## config.mk

```make
export PLATFORM = sky130hd
export DESIGN_NAME = dlsc_core
export DESIGN_NICKNAME = d
export VERILOG_FILES = /design/src/logic/dlsc_pkg.sv /design/src/logic/dlsc_core.sv
export SDC_FILE = /design/constraint.sdc
export NUM_CORES = 1
export LEC_CHECK = 0
export ABC_CLOCK_PERIOD_IN_PS = 2900
export BUFFER_PORTS_ARGS = -buffer_cell sky130_fd_sc_hd__buf_2
export CORE_ASPECT_RATIO = 0.7
export CORE_MARGIN = 2
export CORE_UTILIZATION = 35
export DETAILED_ROUTE_END_ITERATION = 7
export GPL_ROUTABILITY_DRIVEN = 0
export PLACE_DENSITY_LB_ADDON = 0.25
export SYNTH_ARGS = -nofsm -noshare
export SYNTH_HDL_FRONTEND = slang
export SYNTH_SLANG_ARGS = --single-unit
```

## constraint.sdc

```tcl
create_clock -name clk -period 2.9 [get_ports clk]
set_input_delay 0.58 -clock clk [delete_from_list [all_inputs] [get_ports clk]]
set_output_delay 0.58 -clock clk [all_outputs]
set_load 0.02 [all_outputs]
```

## src/logic/dlsc_pkg.sv

```systemverilog
// Constants and carrier types for the DAC load, soft clear and table pointer command block
package dlsc_pkg;

    // ************************************************************
    // Command bytes and word layout
    // ************************************************************
    localparam logic [7:0] CMD_DAC_LOAD   = 8'h66;
    localparam logic [7:0] CMD_SOFT_CLEAR = 8'h74;
    localparam logic [7:0] CMD_TABLE_PTR  = 8'h7A;

    localparam int BIT_CH2_TRANSFER = 1;
    localparam int BIT_CH1_TRANSFER = 0;
    localparam int BIT_FIRE         = 6;
    localparam int BIT_ARM          = 5;
    localparam int BIT_ALARM_CLEAR  = 4;
    localparam int BIT_CACHE_FLUSH  = 3;
    localparam int BIT_QUEUE_FLUSH  = 2;
    localparam int BIT_CH2_CLEAR    = 1;
    localparam int BIT_CH1_CLEAR    = 0;
    localparam int COUNT_MSB        = 15;
    localparam int COUNT_LSB        = 8;
    localparam int BASE_MSB         = 7;
    localparam int BASE_LSB         = 0;

    // ************************************************************
    // Widths, reset values and timing
    // ************************************************************
    localparam int          DAC_W          = 12;
    localparam int          TBL_W          = 8;
    localparam logic [11:0] DAC_RST        = 12'h000;
    localparam logic [7:0]  TBL_RST        = 8'h00;
    localparam logic [7:0]  TBL_TOP        = 8'hFF;
    localparam logic [7:0]  TBL_ONE        = 8'h01;
    localparam logic [8:0]  INIT_WORDS     = 9'h100;
    localparam logic [8:0]  INIT_ZERO      = 9'h000;
    localparam logic [8:0]  INIT_ONE       = 9'h001;

    // ************************************************************
    // Carrier types
    // ************************************************************
    typedef struct packed {
        logic        valid;
        logic [7:0]  code;
        logic [15:0] data;
    } dlsc_cmd_t;

    typedef struct packed {
        logic              ch2_wr;
        logic              ch1_wr;
        logic [DAC_W-1:0]  code;
    } dlsc_dac_wr_t;

    typedef struct packed {
        logic [DAC_W-1:0] ch2;
        logic [DAC_W-1:0] ch1;
    } dlsc_dac_pair_t;

    typedef enum logic [2:0] {
        ST_RUN   = 3'b001,
        ST_ARMED = 3'b010,
        ST_INIT  = 3'b100
    } dlsc_state_t;

endpackage

```

## src/logic/dlsc_core.sv

```systemverilog
// DAC load, soft clear and table pointer command registers of the bias controller
// Overview of operation
// - D1 of load copies channel 2 input
// - D0 of load copies channel 1 input
// - Soft clear answers command byte 74h
// - Soft clear ignores data bits D15-D7
// - Full reset acts after the fire write
// - Full reset restores registers, oscillator keeps running
// - No deep power-down clear needed afterwards
// - Busy high during RAM init, then low
// - Alarm clear resets thresholds and alarm flags
// - Cache flush resets pointers and cached values
// - Next sample forced through lookup after flush
// - Queue flush resets FIFO pointers and contents
// - Channel 2 clear resets input and output
// - Channel 1 clear resets input and output
// - Bits D15-D8 give word count, reset zero
// - Bits D7-D0 give base address, reset zero
// - Load trigger answers 66h, low two bits
// - Table pointer setup answers command byte 7Ah
// - Zero word count aborts table transfer
// - Transfer stops at top of table
`timescale 1ns/1ps

module dlsc_core (
    input  wire logic                     clk,
    input  wire logic                     arst_n,
    input  wire dlsc_pkg::dlsc_cmd_t      cmd,
    input  wire dlsc_pkg::dlsc_dac_wr_t   dac_wr,
    input  wire logic                     shut_wr,
    input  wire logic                     shut_deep_pd,
    input  wire logic                     shut_osc_pd,
    input  wire logic                     table_step,
    input  wire logic                     sample_done,
    output logic                          busy,
    output logic                          deep_power_down,
    output logic                          osc_run,
    output logic                          soft_reset,
    output logic                          alarm_clear,
    output logic                          cache_flush,
    output logic                          force_lookup,
    output logic                          queue_flush,
    output dlsc_pkg::dlsc_dac_pair_t      dac_in,
    output dlsc_pkg::dlsc_dac_pair_t      dac_out,
    output logic [dlsc_pkg::TBL_W-1:0]    table_word_count,
    output logic [dlsc_pkg::TBL_W-1:0]    table_base,
    output logic [dlsc_pkg::TBL_W-1:0]    table_addr,
    output logic                          table_active
);

    // ************************************************************
    // Reset release
    // ************************************************************
    logic rst_meta_r;
    logic rst_n_r;

    // Two flops so release never lands mid-edge
    always_ff @(posedge clk or negedge arst_n) begin
        if (!arst_n) begin
            rst_meta_r <= 1'b0;
            rst_n_r    <= 1'b0;
        end else begin
            rst_meta_r <= 1'b1;
            rst_n_r    <= rst_meta_r;
        end
    end

    // ************************************************************
    // Command decode
    // ************************************************************
    // Write strobe for one command byte
    function automatic logic is_cmd(input dlsc_pkg::dlsc_cmd_t c, input logic [7:0] code);
        is_cmd = c.valid && (c.code == code);
    endfunction

    logic        wr_load;
    logic        wr_clear;
    logic        wr_ptr;
    logic [15:0] d;

    // Decode the three write-only registers
    always_comb begin
        wr_load  = is_cmd(cmd, dlsc_pkg::CMD_DAC_LOAD);
        wr_clear = is_cmd(cmd, dlsc_pkg::CMD_SOFT_CLEAR);
        wr_ptr   = is_cmd(cmd, dlsc_pkg::CMD_TABLE_PTR);
        d        = cmd.data;
    end

    // ************************************************************
    // Full reset sequencer and busy
    // ************************************************************
    dlsc_pkg::dlsc_state_t state_r;
    dlsc_pkg::dlsc_state_t state_nxt;
    logic [8:0]            init_cnt_r;
    logic [8:0]            init_cnt_nxt;
    logic                  busy_r;
    logic                  busy_nxt;
    logic                  srst_r;
    logic                  srst_nxt;
    logic                  dpd_r;
    logic                  dpd_nxt;
    logic                  osc_r;
    logic                  osc_nxt;
    logic                  fire_ok;

    // Arm/fire tracking; only D6 and D5 of the word matter here
    always_comb begin
        state_nxt    = state_r;
        init_cnt_nxt = init_cnt_r;
        busy_nxt     = busy_r;
        srst_nxt     = 1'b0;
        dpd_nxt      = dpd_r;
        osc_nxt      = osc_r;
        // fire counts only as the next soft clear write after arm
        fire_ok      = wr_clear && (state_r == dlsc_pkg::ST_ARMED) &&
                       d[dlsc_pkg::BIT_FIRE] && !d[dlsc_pkg::BIT_ARM];
        if (shut_wr) begin
            dpd_nxt = shut_deep_pd;
        end
        // Oscillator wakes on the next command after power-down
        if (shut_wr && shut_osc_pd) begin
            osc_nxt = 1'b0;
        end else if (cmd.valid) begin
            osc_nxt = 1'b1;
        end
        unique case (state_r)
            dlsc_pkg::ST_RUN, dlsc_pkg::ST_ARMED: begin
                if (fire_ok) begin
                    // act once the fire write is complete
                    state_nxt    = dlsc_pkg::ST_INIT;
                    srst_nxt     = 1'b1;
                    busy_nxt     = 1'b1;
                    init_cnt_nxt = dlsc_pkg::INIT_WORDS;
                    dpd_nxt      = 1'b0;
                    osc_nxt      = 1'b1;
                end else if (wr_clear) begin
                    // arm word is fire low, arm high
                    state_nxt = (d[dlsc_pkg::BIT_ARM] && !d[dlsc_pkg::BIT_FIRE]) ?
                                dlsc_pkg::ST_ARMED : dlsc_pkg::ST_RUN;
                end
            end
            dlsc_pkg::ST_INIT: begin
                // drop busy when the last word is done
                if (init_cnt_r == dlsc_pkg::INIT_ONE) begin
                    busy_nxt  = 1'b0;
                    state_nxt = dlsc_pkg::ST_RUN;
                end
                init_cnt_nxt = init_cnt_r - dlsc_pkg::INIT_ONE;
            end
            default: begin
                state_nxt = dlsc_pkg::ST_RUN;
            end
        endcase
    end

    // Power-on puts deep power-down high, unlike the soft reset
    always_ff @(posedge clk or negedge rst_n_r) begin
        if (!rst_n_r) begin
            state_r    <= dlsc_pkg::ST_RUN;
            init_cnt_r <= dlsc_pkg::INIT_ZERO;
            busy_r     <= 1'b0;
            srst_r     <= 1'b0;
            dpd_r      <= 1'b1;
            osc_r      <= 1'b1;
        end else begin
            state_r    <= state_nxt;
            init_cnt_r <= init_cnt_nxt;
            busy_r     <= busy_nxt;
            srst_r     <= srst_nxt;
            dpd_r      <= dpd_nxt;
            osc_r      <= osc_nxt;
        end
    end

    // ************************************************************
    // Clear strobes and forced lookup
    // ************************************************************
    logic alarm_r;
    logic alarm_nxt;
    logic cache_r;
    logic cache_nxt;
    logic queue_r;
    logic queue_nxt;
    logic force_r;
    logic force_nxt;

    // D15-D7 never looked at; an armed fire word does a full reset and no strobes
    always_comb begin
        alarm_nxt = wr_clear && !fire_ok && d[dlsc_pkg::BIT_ALARM_CLEAR];
        cache_nxt = wr_clear && !fire_ok && d[dlsc_pkg::BIT_CACHE_FLUSH];
        queue_nxt = wr_clear && !fire_ok && d[dlsc_pkg::BIT_QUEUE_FLUSH];
        // force next lookup; a new flush beats sample_done
        if (cache_nxt || srst_nxt) begin
            force_nxt = 1'b1;
        end else if (sample_done) begin
            force_nxt = 1'b0;
        end else begin
            force_nxt = force_r;
        end
    end

    // One-cycle strobes to the alarm, lookup and FIFO blocks; force flag held until sample_done
    always_ff @(posedge clk or negedge rst_n_r) begin
        if (!rst_n_r) begin
            alarm_r <= 1'b0;
            cache_r <= 1'b0;
            queue_r <= 1'b0;
            force_r <= 1'b1;
        end else begin
            alarm_r <= alarm_nxt;
            cache_r <= cache_nxt;
            queue_r <= queue_nxt;
            force_r <= force_nxt;
        end
    end

    // ************************************************************
    // DAC input and output registers
    // ************************************************************
    dlsc_pkg::dlsc_dac_pair_t din_r;
    dlsc_pkg::dlsc_dac_pair_t din_nxt;
    dlsc_pkg::dlsc_dac_pair_t dout_r;
    dlsc_pkg::dlsc_dac_pair_t dout_nxt;

    // Clear beats load and new code; load copies the old input
    always_comb begin
        din_nxt  = din_r;
        dout_nxt = dout_r;
        if (dac_wr.ch2_wr) begin
            din_nxt.ch2 = dac_wr.code;
        end
        if (dac_wr.ch1_wr) begin
            din_nxt.ch1 = dac_wr.code;
        end
        if (wr_load) begin
            if (d[dlsc_pkg::BIT_CH2_TRANSFER]) begin
                dout_nxt.ch2 = din_r.ch2;
            end
            // channel 1 transfer, both may go
            if (d[dlsc_pkg::BIT_CH1_TRANSFER]) begin
                dout_nxt.ch1 = din_r.ch1;
            end
        end
        if (srst_nxt || (wr_clear && d[dlsc_pkg::BIT_CH2_CLEAR])) begin
            // channel 2 input and output cleared
            din_nxt.ch2  = dlsc_pkg::DAC_RST;
            dout_nxt.ch2 = dlsc_pkg::DAC_RST;
        end
        if (srst_nxt || (wr_clear && d[dlsc_pkg::BIT_CH1_CLEAR])) begin
            // channel 1 input and output cleared
            din_nxt.ch1  = dlsc_pkg::DAC_RST;
            dout_nxt.ch1 = dlsc_pkg::DAC_RST;
        end
    end

    // DAC code registers
    always_ff @(posedge clk or negedge rst_n_r) begin
        if (!rst_n_r) begin
            din_r  <= {dlsc_pkg::DAC_RST, dlsc_pkg::DAC_RST};
            dout_r <= {dlsc_pkg::DAC_RST, dlsc_pkg::DAC_RST};
        end else begin
            din_r  <= din_nxt;
            dout_r <= dout_nxt;
        end
    end

    // ************************************************************
    // Table pointer setup and transfer walk
    // ************************************************************
    logic [7:0] cnt_r;
    logic [7:0] cnt_nxt;
    logic [7:0] base_r;
    logic [7:0] base_nxt;
    logic [7:0] addr_r;
    logic [7:0] addr_nxt;
    logic [7:0] left_r;
    logic [7:0] left_nxt;
    logic       act_r;
    logic       act_nxt;

    // Address walks up one word per data access
    always_comb begin
        cnt_nxt  = cnt_r;
        base_nxt = base_r;
        addr_nxt = addr_r;
        left_nxt = left_r;
        act_nxt  = act_r;
        if (srst_nxt) begin
            cnt_nxt  = dlsc_pkg::TBL_RST;
            base_nxt = dlsc_pkg::TBL_RST;
            addr_nxt = dlsc_pkg::TBL_RST;
            left_nxt = dlsc_pkg::TBL_RST;
            act_nxt  = 1'b0;
        end else if (wr_ptr) begin
            cnt_nxt  = d[dlsc_pkg::COUNT_MSB:dlsc_pkg::COUNT_LSB];
            base_nxt = d[dlsc_pkg::BASE_MSB:dlsc_pkg::BASE_LSB];
            addr_nxt = d[dlsc_pkg::BASE_MSB:dlsc_pkg::BASE_LSB];
            left_nxt = d[dlsc_pkg::COUNT_MSB:dlsc_pkg::COUNT_LSB];
            act_nxt  = (d[dlsc_pkg::COUNT_MSB:dlsc_pkg::COUNT_LSB] != dlsc_pkg::TBL_RST);
        end else if (act_r && table_step) begin
            left_nxt = left_r - dlsc_pkg::TBL_ONE;
            // stop at top even with words left
            if ((left_r == dlsc_pkg::TBL_ONE) || (addr_r == dlsc_pkg::TBL_TOP)) begin
                act_nxt = 1'b0;
            end else begin
                addr_nxt = addr_r + dlsc_pkg::TBL_ONE;
            end
        end
    end

    // Table pointer state
    always_ff @(posedge clk or negedge rst_n_r) begin
        if (!rst_n_r) begin
            cnt_r  <= dlsc_pkg::TBL_RST;
            base_r <= dlsc_pkg::TBL_RST;
            addr_r <= dlsc_pkg::TBL_RST;
            left_r <= dlsc_pkg::TBL_RST;
            act_r  <= 1'b0;
        end else begin
            cnt_r  <= cnt_nxt;
            base_r <= base_nxt;
            addr_r <= addr_nxt;
            left_r <= left_nxt;
            act_r  <= act_nxt;
        end
    end

    // ************************************************************
    // Outputs, all straight from flops
    // ************************************************************
    assign busy             = busy_r;
    assign deep_power_down  = dpd_r;
    assign osc_run          = osc_r;
    assign soft_reset       = srst_r;
    assign alarm_clear      = alarm_r;
    assign cache_flush      = cache_r;
    assign force_lookup     = force_r;
    assign queue_flush      = queue_r;
    assign dac_in           = din_r;
    assign dac_out          = dout_r;
    assign table_word_count = cnt_r;
    assign table_base       = base_r;
    assign table_addr       = addr_r;
    assign table_active     = act_r;

endmodule

```

==> results of run 1 <==
==> cell type report <==
class / instances / area (µm²) / area share
Clock buffer: 11 / 243 / 0.0418
Clock inverter: 5 / 81.3 / 0.0140
Inverter: 10 / 37.5 / 0.00647
Multi-Input combinational cell: 328 / 1930 / 0.333
Sequential cell: 103 / 2590 / 0.446
Tap cell: 166 / 208 / 0.0358
Timing Repair Buffer: 135 / 711 / 0.123
==> final timing paths <==
path                            cells after the start  slack [ns]            end        from
worst min-delay path                                1        0.02        rst_n_r      arst_n
min in group clk                                    0        0.35        rst_n_r  rst_meta_r
worst max-delay path                                5        0.78  table_addr[3]   left_r[4]
max in group asynchronous                           1        1.78   force_lookup     rst_n_r
worst max register to register                      5        0.78  table_addr[3]   left_r[4]
worst min register to register                      0        0.35        rst_n_r  rst_meta_r
==> worst max-delay path, cell delays in order, from the launching register on <==
cell	delay [ns]
dfrtp_1	0.42
or4_4	0.58
o41ai_4	0.32
or2_1	0.32
a22oi_2	0.13
o2bb2a_4	0.24
==> cells in the mapped netlist (all sizes together) (2+ instances only) <==
library cell | number | area (µm²)
nand3b | 2 | 15.0
a211oi | 2 | 15.0
and2 | 7 | 43.8
ha | 5 | 62.6
o41ai | 2 | 36.3
nand4 | 4 | 25.0
nand3 | 10 | 50.1
a22o | 3 | 26.3
clkbuf | 13 | 48.8
mux2i | 26 | 260
nand2 | 99 | 372
or4 | 3 | 30.0
o2bb2a | 2 | 40.0
a32o | 3 | 30.0
nor2 | 34 | 128
a2bb2oi | 2 | 17.5
o21a | 2 | 15.0
or2 | 2 | 12.5
o21ai | 24 | 124
nor3 | 5 | 25.0
or3 | 2 | 12.5
a22oi | 3 | 27.5
nor3b | 6 | 50.1
xnor2 | 5 | 43.8
buf | 8 | 56.3
dfrtp | 99 | 2480
inv | 10 | 37.5
nand2b | 2 | 12.5
nor2b | 2 | 12.5
dfstp | 4 | 105
nor4 | 8 | 50.1
a21oi | 43 | 215
xor2 | 3 | 26.3
==> power by group <==
| group | switching [mW] | internal, mW |
|---|---|---|
| sequential | 0.0760 | 1.51 |
| combinational | 0.229 | 0.144 |
| clock | 0.511 | 0.781 |
| total | 0.817 | 2.44 |
==> cell families (layout without fill, tap and decap cells) <==
logic type / count (synthesis) / after routing
simple gates: 193 / 193
flops: 103 / 103
compound gates: 94 / 94
buf+inv: 31 / 161
mux: 27 / 27
xor+xnor: 8 / 8
fa+ha+maj: 5 / 5
other cells: 1 / 1
==> registers in the layout (all words and copies together), names as in the netlist <==
name	count
busy	1
alarm_clear	1
left_r	8
table_word_count	8
deep_power_down	1
dac_out	24
osc_run	1
cache_flush	1
table_addr	8
rst_meta_r	1
state_r	3
table_base	8
init_cnt_r	9
soft_reset	1
queue_flush	1
table_active	1
force_lookup	1
rst_n_r	1
dac_in	24
==> per-stage QoR <==
| stage | total power, mW | cells | util | setup slack, ns |
|---|---|---|---|---|
| 2_1_floorplan | 1.82 | 462 | - | 0.920 |
| 3_3_place_gp | 1.98 | 742 | 0.420 | 0.728 |
| 3_5_place_dp | 1.99 | 742 | 0.420 | 0.652 |
| 4_1_cts | 3.29 | 758 | 0.444 | 0.788 |
| 5_1_grt | 3.40 | 758 | 0.444 | 0.637 |
| 6_report | 3.25 | 758 | 0.444 | 0.778 |
==> per-layer routing <==
layer  routed length [µm]  part of all wire  up-vias
met2                 5260              0.43       98
met1                 6350              0.52     1866
met3                  553             0.045        5
li1                     -                 -     1850
met4                   66            0.0054        0
met5                    0                 0        -
==> results.tsv, run 1 <==
stage	metric	value	unit
yosys	synth_top_family_by_area	simple AND/OR/NAND/NOR gates	
drt	vias	3819	
yosys	synthMuxAreaShare	0.0583	
floorplanning	num_io_pins	127	
floorplanning	num_rows	35	
cells_and_area	layout-drive-gt1-share	0.285	
cells_and_area	layout_common_cells	126 x buf_2, 99 x nand2_1, 98 x dfrtp_1	
sta	rsz0062_at_grt	false	
power_and_ir_drop	vdd_drop_max	0.254	mV
cts	tritoncts	yes	
global_route	use_met2	0.246	
critical_path	worst-setup-path-type	reg2reg	
yosys	synth-xor-area-share	0.0151	
worst_hold_path	min_path_type	in2async	
global_route	grt_busiest_layer	met1	
cts	ctsHoldBuffers	0	
sta	setup_viol	0	
cts	htreeDepth	3	
cts	cts_made_buffers	9	
yosys	syn_avg_cell_area	10.1	µm²
sta	final_max_slew_viol_count	0	
drt	first_iter_violations	250	
sta	relSlewSlack	0.551	
cells_and_area	syn2layout_area_growth	24.7	%
placement	place_area	0.00548	mm²
run_status	status	completed	
cts	cts.sink_count	103	
drt	routed_wl	12200	µm
drt	vias_per_cell	5.04	
run	drv_cap	0	
sta	hold_ws	0.0205	ns
yosys	synth_cell_type_count	59	
cells_and_area	final_common_cell	buf_2	
sta	fmax	471	MHz
floorplanning	die_h	100	µm
cts	root_buffer	clkbuf_16	
sta	finalCritPeriodShare	0.732	
yosys	async_flop_share	1.00	
critical_path	cp-start-kind	register	
yosys	synth-compound-area-share	0.132	
yosys	syn_inst	462	
cts	clkTransAtPathRegs	0.07	ns
sta	clock_skew	0.00511	ns
global_route	grt_pass1_wl	19300	µm
cells_and_area	num_antenna_cells	0	
drt	wire_per_inst	16.1	µm
global_route	grt_pass1_vias	3588	
yosys	synth-seq-cells	103	
floorplanning	start_util	0.357	
cts	clock_tree.buffer_depth	2	
yosys	ys_seq_area_frac	0.555	
cells_and_area	final.fill_count	1286	
yosys	ys.flop_type	dfrtp_1	
critical_path	arrival	2.34	ns
yosys	synthAdderAreaFrac	0.0134	
floorplanning	die_w	142	µm
yosys	synth-simple-area-share	0.194	
cells_and_area	final_area	0.00580	mm²
critical_path	worstPathMaxFanout	7	
sta	finalCriticalPeriod	2.12	ns
sta	hold_viol	0	
yosys	syn-cell-area	0.00465	mm²
yosys	synthesis.nets	513	
critical_path	cp.required	3.12	ns
yosys	synth_warnings	0	
floorplanning	core	0.0131	mm²
placement	hpwlAfterDp	9140	µm
sta	tightest_slew	0.673	ns
floorplanning	dieArea	0.0142	mm²
yosys	synth-edff-count	0	
power_and_ir_drop	power-per-cell-area	561	mW/mm²
cts	post_cts_buffers	0	
global_route	grt_util_met1	0.277	
cts	clock_latency	0.33	ns
cts	cts_resized	0	
drt	drc_errors	0	
placement	portBuffers	126	
cells_and_area	num-nets-final	638	
global_route	use_met3	0.0342	
global_route	grt_start_max_net_pins	54	
power_and_ir_drop	p_leak	2.88	nW
global_route	grt_usage	0.174	
drt	drt-pass1-iter-count	5	
sta	tns	0	ns
global_route	grt-ovfl-total	0	
global_route	antenna_found_initial	0	
drt	ant_nets	0	
critical_path	cp-end-kind	register	
(Power assumes the default switching activity.)
==> run 2: changes to the inputs <==
Settings changed: ABC_CLOCK_PERIOD_IN_PS 2900 to 2020.
Clock period 2.9 ns to 2.02 ns, I/O delays scaled along.
==> results.tsv, run 2 (synthesis results as in run 1) <==
stage	metric	value	unit
power_and_ir_drop	p_leak	2.95	nW
global_route	antenna_found_initial	0	
global_route	grt_usage	0.171	
critical_path	cp-start-kind	register	
floorplanning	num_rows	35	
power_and_ir_drop	vdd_drop_max	0.347	mV
sta	finalCriticalPeriod	1.94	ns
global_route	grt_pass1_wl	19300	µm
floorplanning	dieArea	0.0142	mm²
drt	drc_errors	0	
run_status	status	completed	
critical_path	worstReg2RegEnd	init_cnt_r[5]	
placement	portBuffers	126	
global_route	grt_start_max_net_pins	58	
floorplanning	die_h	100	µm
sta	final_max_slew_viol_count	0	
floorplanning	start_util	0.357	
cells_and_area	num_antenna_cells	0	
critical_path	arrival	2.15	ns
drt	routed_wl	12100	µm
global_route	grt-ovfl-total	0	
cts	cts_made_buffers	9	
floorplanning	die_w	142	µm
drt	drt-pass1-iter-count	4	
floorplanning	core	0.0131	mm²
cts	tritoncts	yes	
placement	hpwlAfterDp	9100	µm
power_and_ir_drop	power-per-cell-area	744	mW/mm²
cts	clock_tree.buffer_depth	2	
sta	rsz0062_at_grt	false	
run	drv_cap	0	
cts	htreeDepth	3	
drt	vias_per_cell	4.94	
drt	vias	3826	
critical_path	reg2reg_depth	5	
global_route	grt_pass1_vias	3640	
cts	clkTransAtPathRegs	0.07	ns
critical_path	worst-setup-path-type	reg2reg	
cts	root_buffer	clkbuf_16	
sta	finalCritPeriodShare	0.962	
drt	ant_nets	0	
drt	wire_per_inst	15.6	µm
sta	fmax	515	MHz
critical_path	cp-end-kind	register	
cells_and_area	layout-drive-gt1-share	0.305	
cells_and_area	num-nets-final	655	
cells_and_area	final_common_cell	buf_2	
critical_path	cp.required	2.23	ns
power_and_ir_drop	power	4.41	mW
floorplanning	num_io_pins	127	
worst_hold_path	min_path_type	reg2async	
sta	clock_skew	0.0104	ns
sta	setup_viol	0	
critical_path	reg2reg_from	state_r[1]	
placement	post-place-ws	-0.000108	ns
cts	clock_latency	0.34	ns
cts	post_cts_buffers	0	
cts	cts.sink_count	103	
sta	hold_viol	0	
drt	first_iter_violations	231	
cells_and_area	final.fill_count	1242	
cells_and_area	syn2layout_area_growth	27.5	%
critical_path	worstPathMaxFanout	6	
sta	post-route-worst-setup-slack	0.0766	ns
critical_path	r2r_setup_slack	0.08	ns
cells_and_area	layout_common_cells	126 x buf_2, 99 x nand2_1, 98 x dfrtp_1	
## run 2: changes by cell type in the layout (fill, tap and decap cells not counted), sizes merged
cell / before / now
clkinvlp: 1 / 2
buf: 135 / 151
inv: 10 / 11
bufinv: 2 / 0
dlygate4sd3: 0 / 1
## run 2: critical path, cell delays in order, from the launching register on
cell     delay (ns)
dfrtp_1        0.44
or3b_4         0.43
or4_4          0.44
or3_1          0.34
nand3_1        0.09
o21ai_0        0.09
## run 2: where the power goes
group | switching (mW) | internal [mW] | total (mW)
sequential | 0.0925 | 2.17 | 2.26
clock | 0.749 | 0.837 | 1.59
combinational | 0.349 | 0.214 | 0.563
## run 2: timing repair
| item | CTS | global route |
|---|---|---|
| endpoints found under the setup margin | 0 | 6 |
| hold buffers | 1 | 0 |
| endpoints found under the hold margin | 2 | 0 |
| resized for setup | 0 | 2 |
## run 2: worst max-delay path by stage
stage                        from             to  slack [ns]  cells past startpoint
finish                 state_r[1]  init_cnt_r[5]        0.08                      5
CTS                     left_r[4]  table_addr[3]       0.002                      5
floorplan               left_r[2]  table_addr[3]        0.08                      7
global placement        left_r[4]  table_addr[4]        0.05                      5
detailed placement      left_r[4]  table_addr[3]     -0.0001                      5
global route        init_cnt_r[4]     state_r[0]       0.002                      5
## run 2: layout make-up
| type | instances | area [µm²] | area share |
|---|---|---|---|
| clock buffers | 11 | 233 | 0.0392 |
| multi-input cells | 328 | 1940 | 0.327 |
| repair buffers | 152 | 891 | 0.150 |
| inverters | 10 | 37.5 | 0.00633 |
| clock inverters | 5 | 33.8 | 0.00570 |
| flip-flops and latches | 103 | 2590 | 0.436 |
| well taps | 166 | 208 | 0.0350 |
## run 2: per-layer routing
metal / wire (µm) / GRT usage
met4: 158 / 0.0469
met3: 444 / 0.0333
met1: 6120 / 0.257
met2: 5340 / 0.254
met5: 0 / 0
## run 2: stage by stage
step / TNS [ns] / util / cells / instance area, µm² / hold slack (ns)
floorplan: 0 / - / 462 / 4650 / 0.108
global placement: 0 / 0.433 / 758 / 5650 / 0.147
detailed placement: -0.000108 / 0.433 / 758 / 5650 / 0.148
CTS: 0 / 0.454 / 775 / 5920 / 0.156
global route: 0 / 0.454 / 775 / 5930 / 0.171
finish: 0 / 0.454 / 775 / 5930 / 0.150
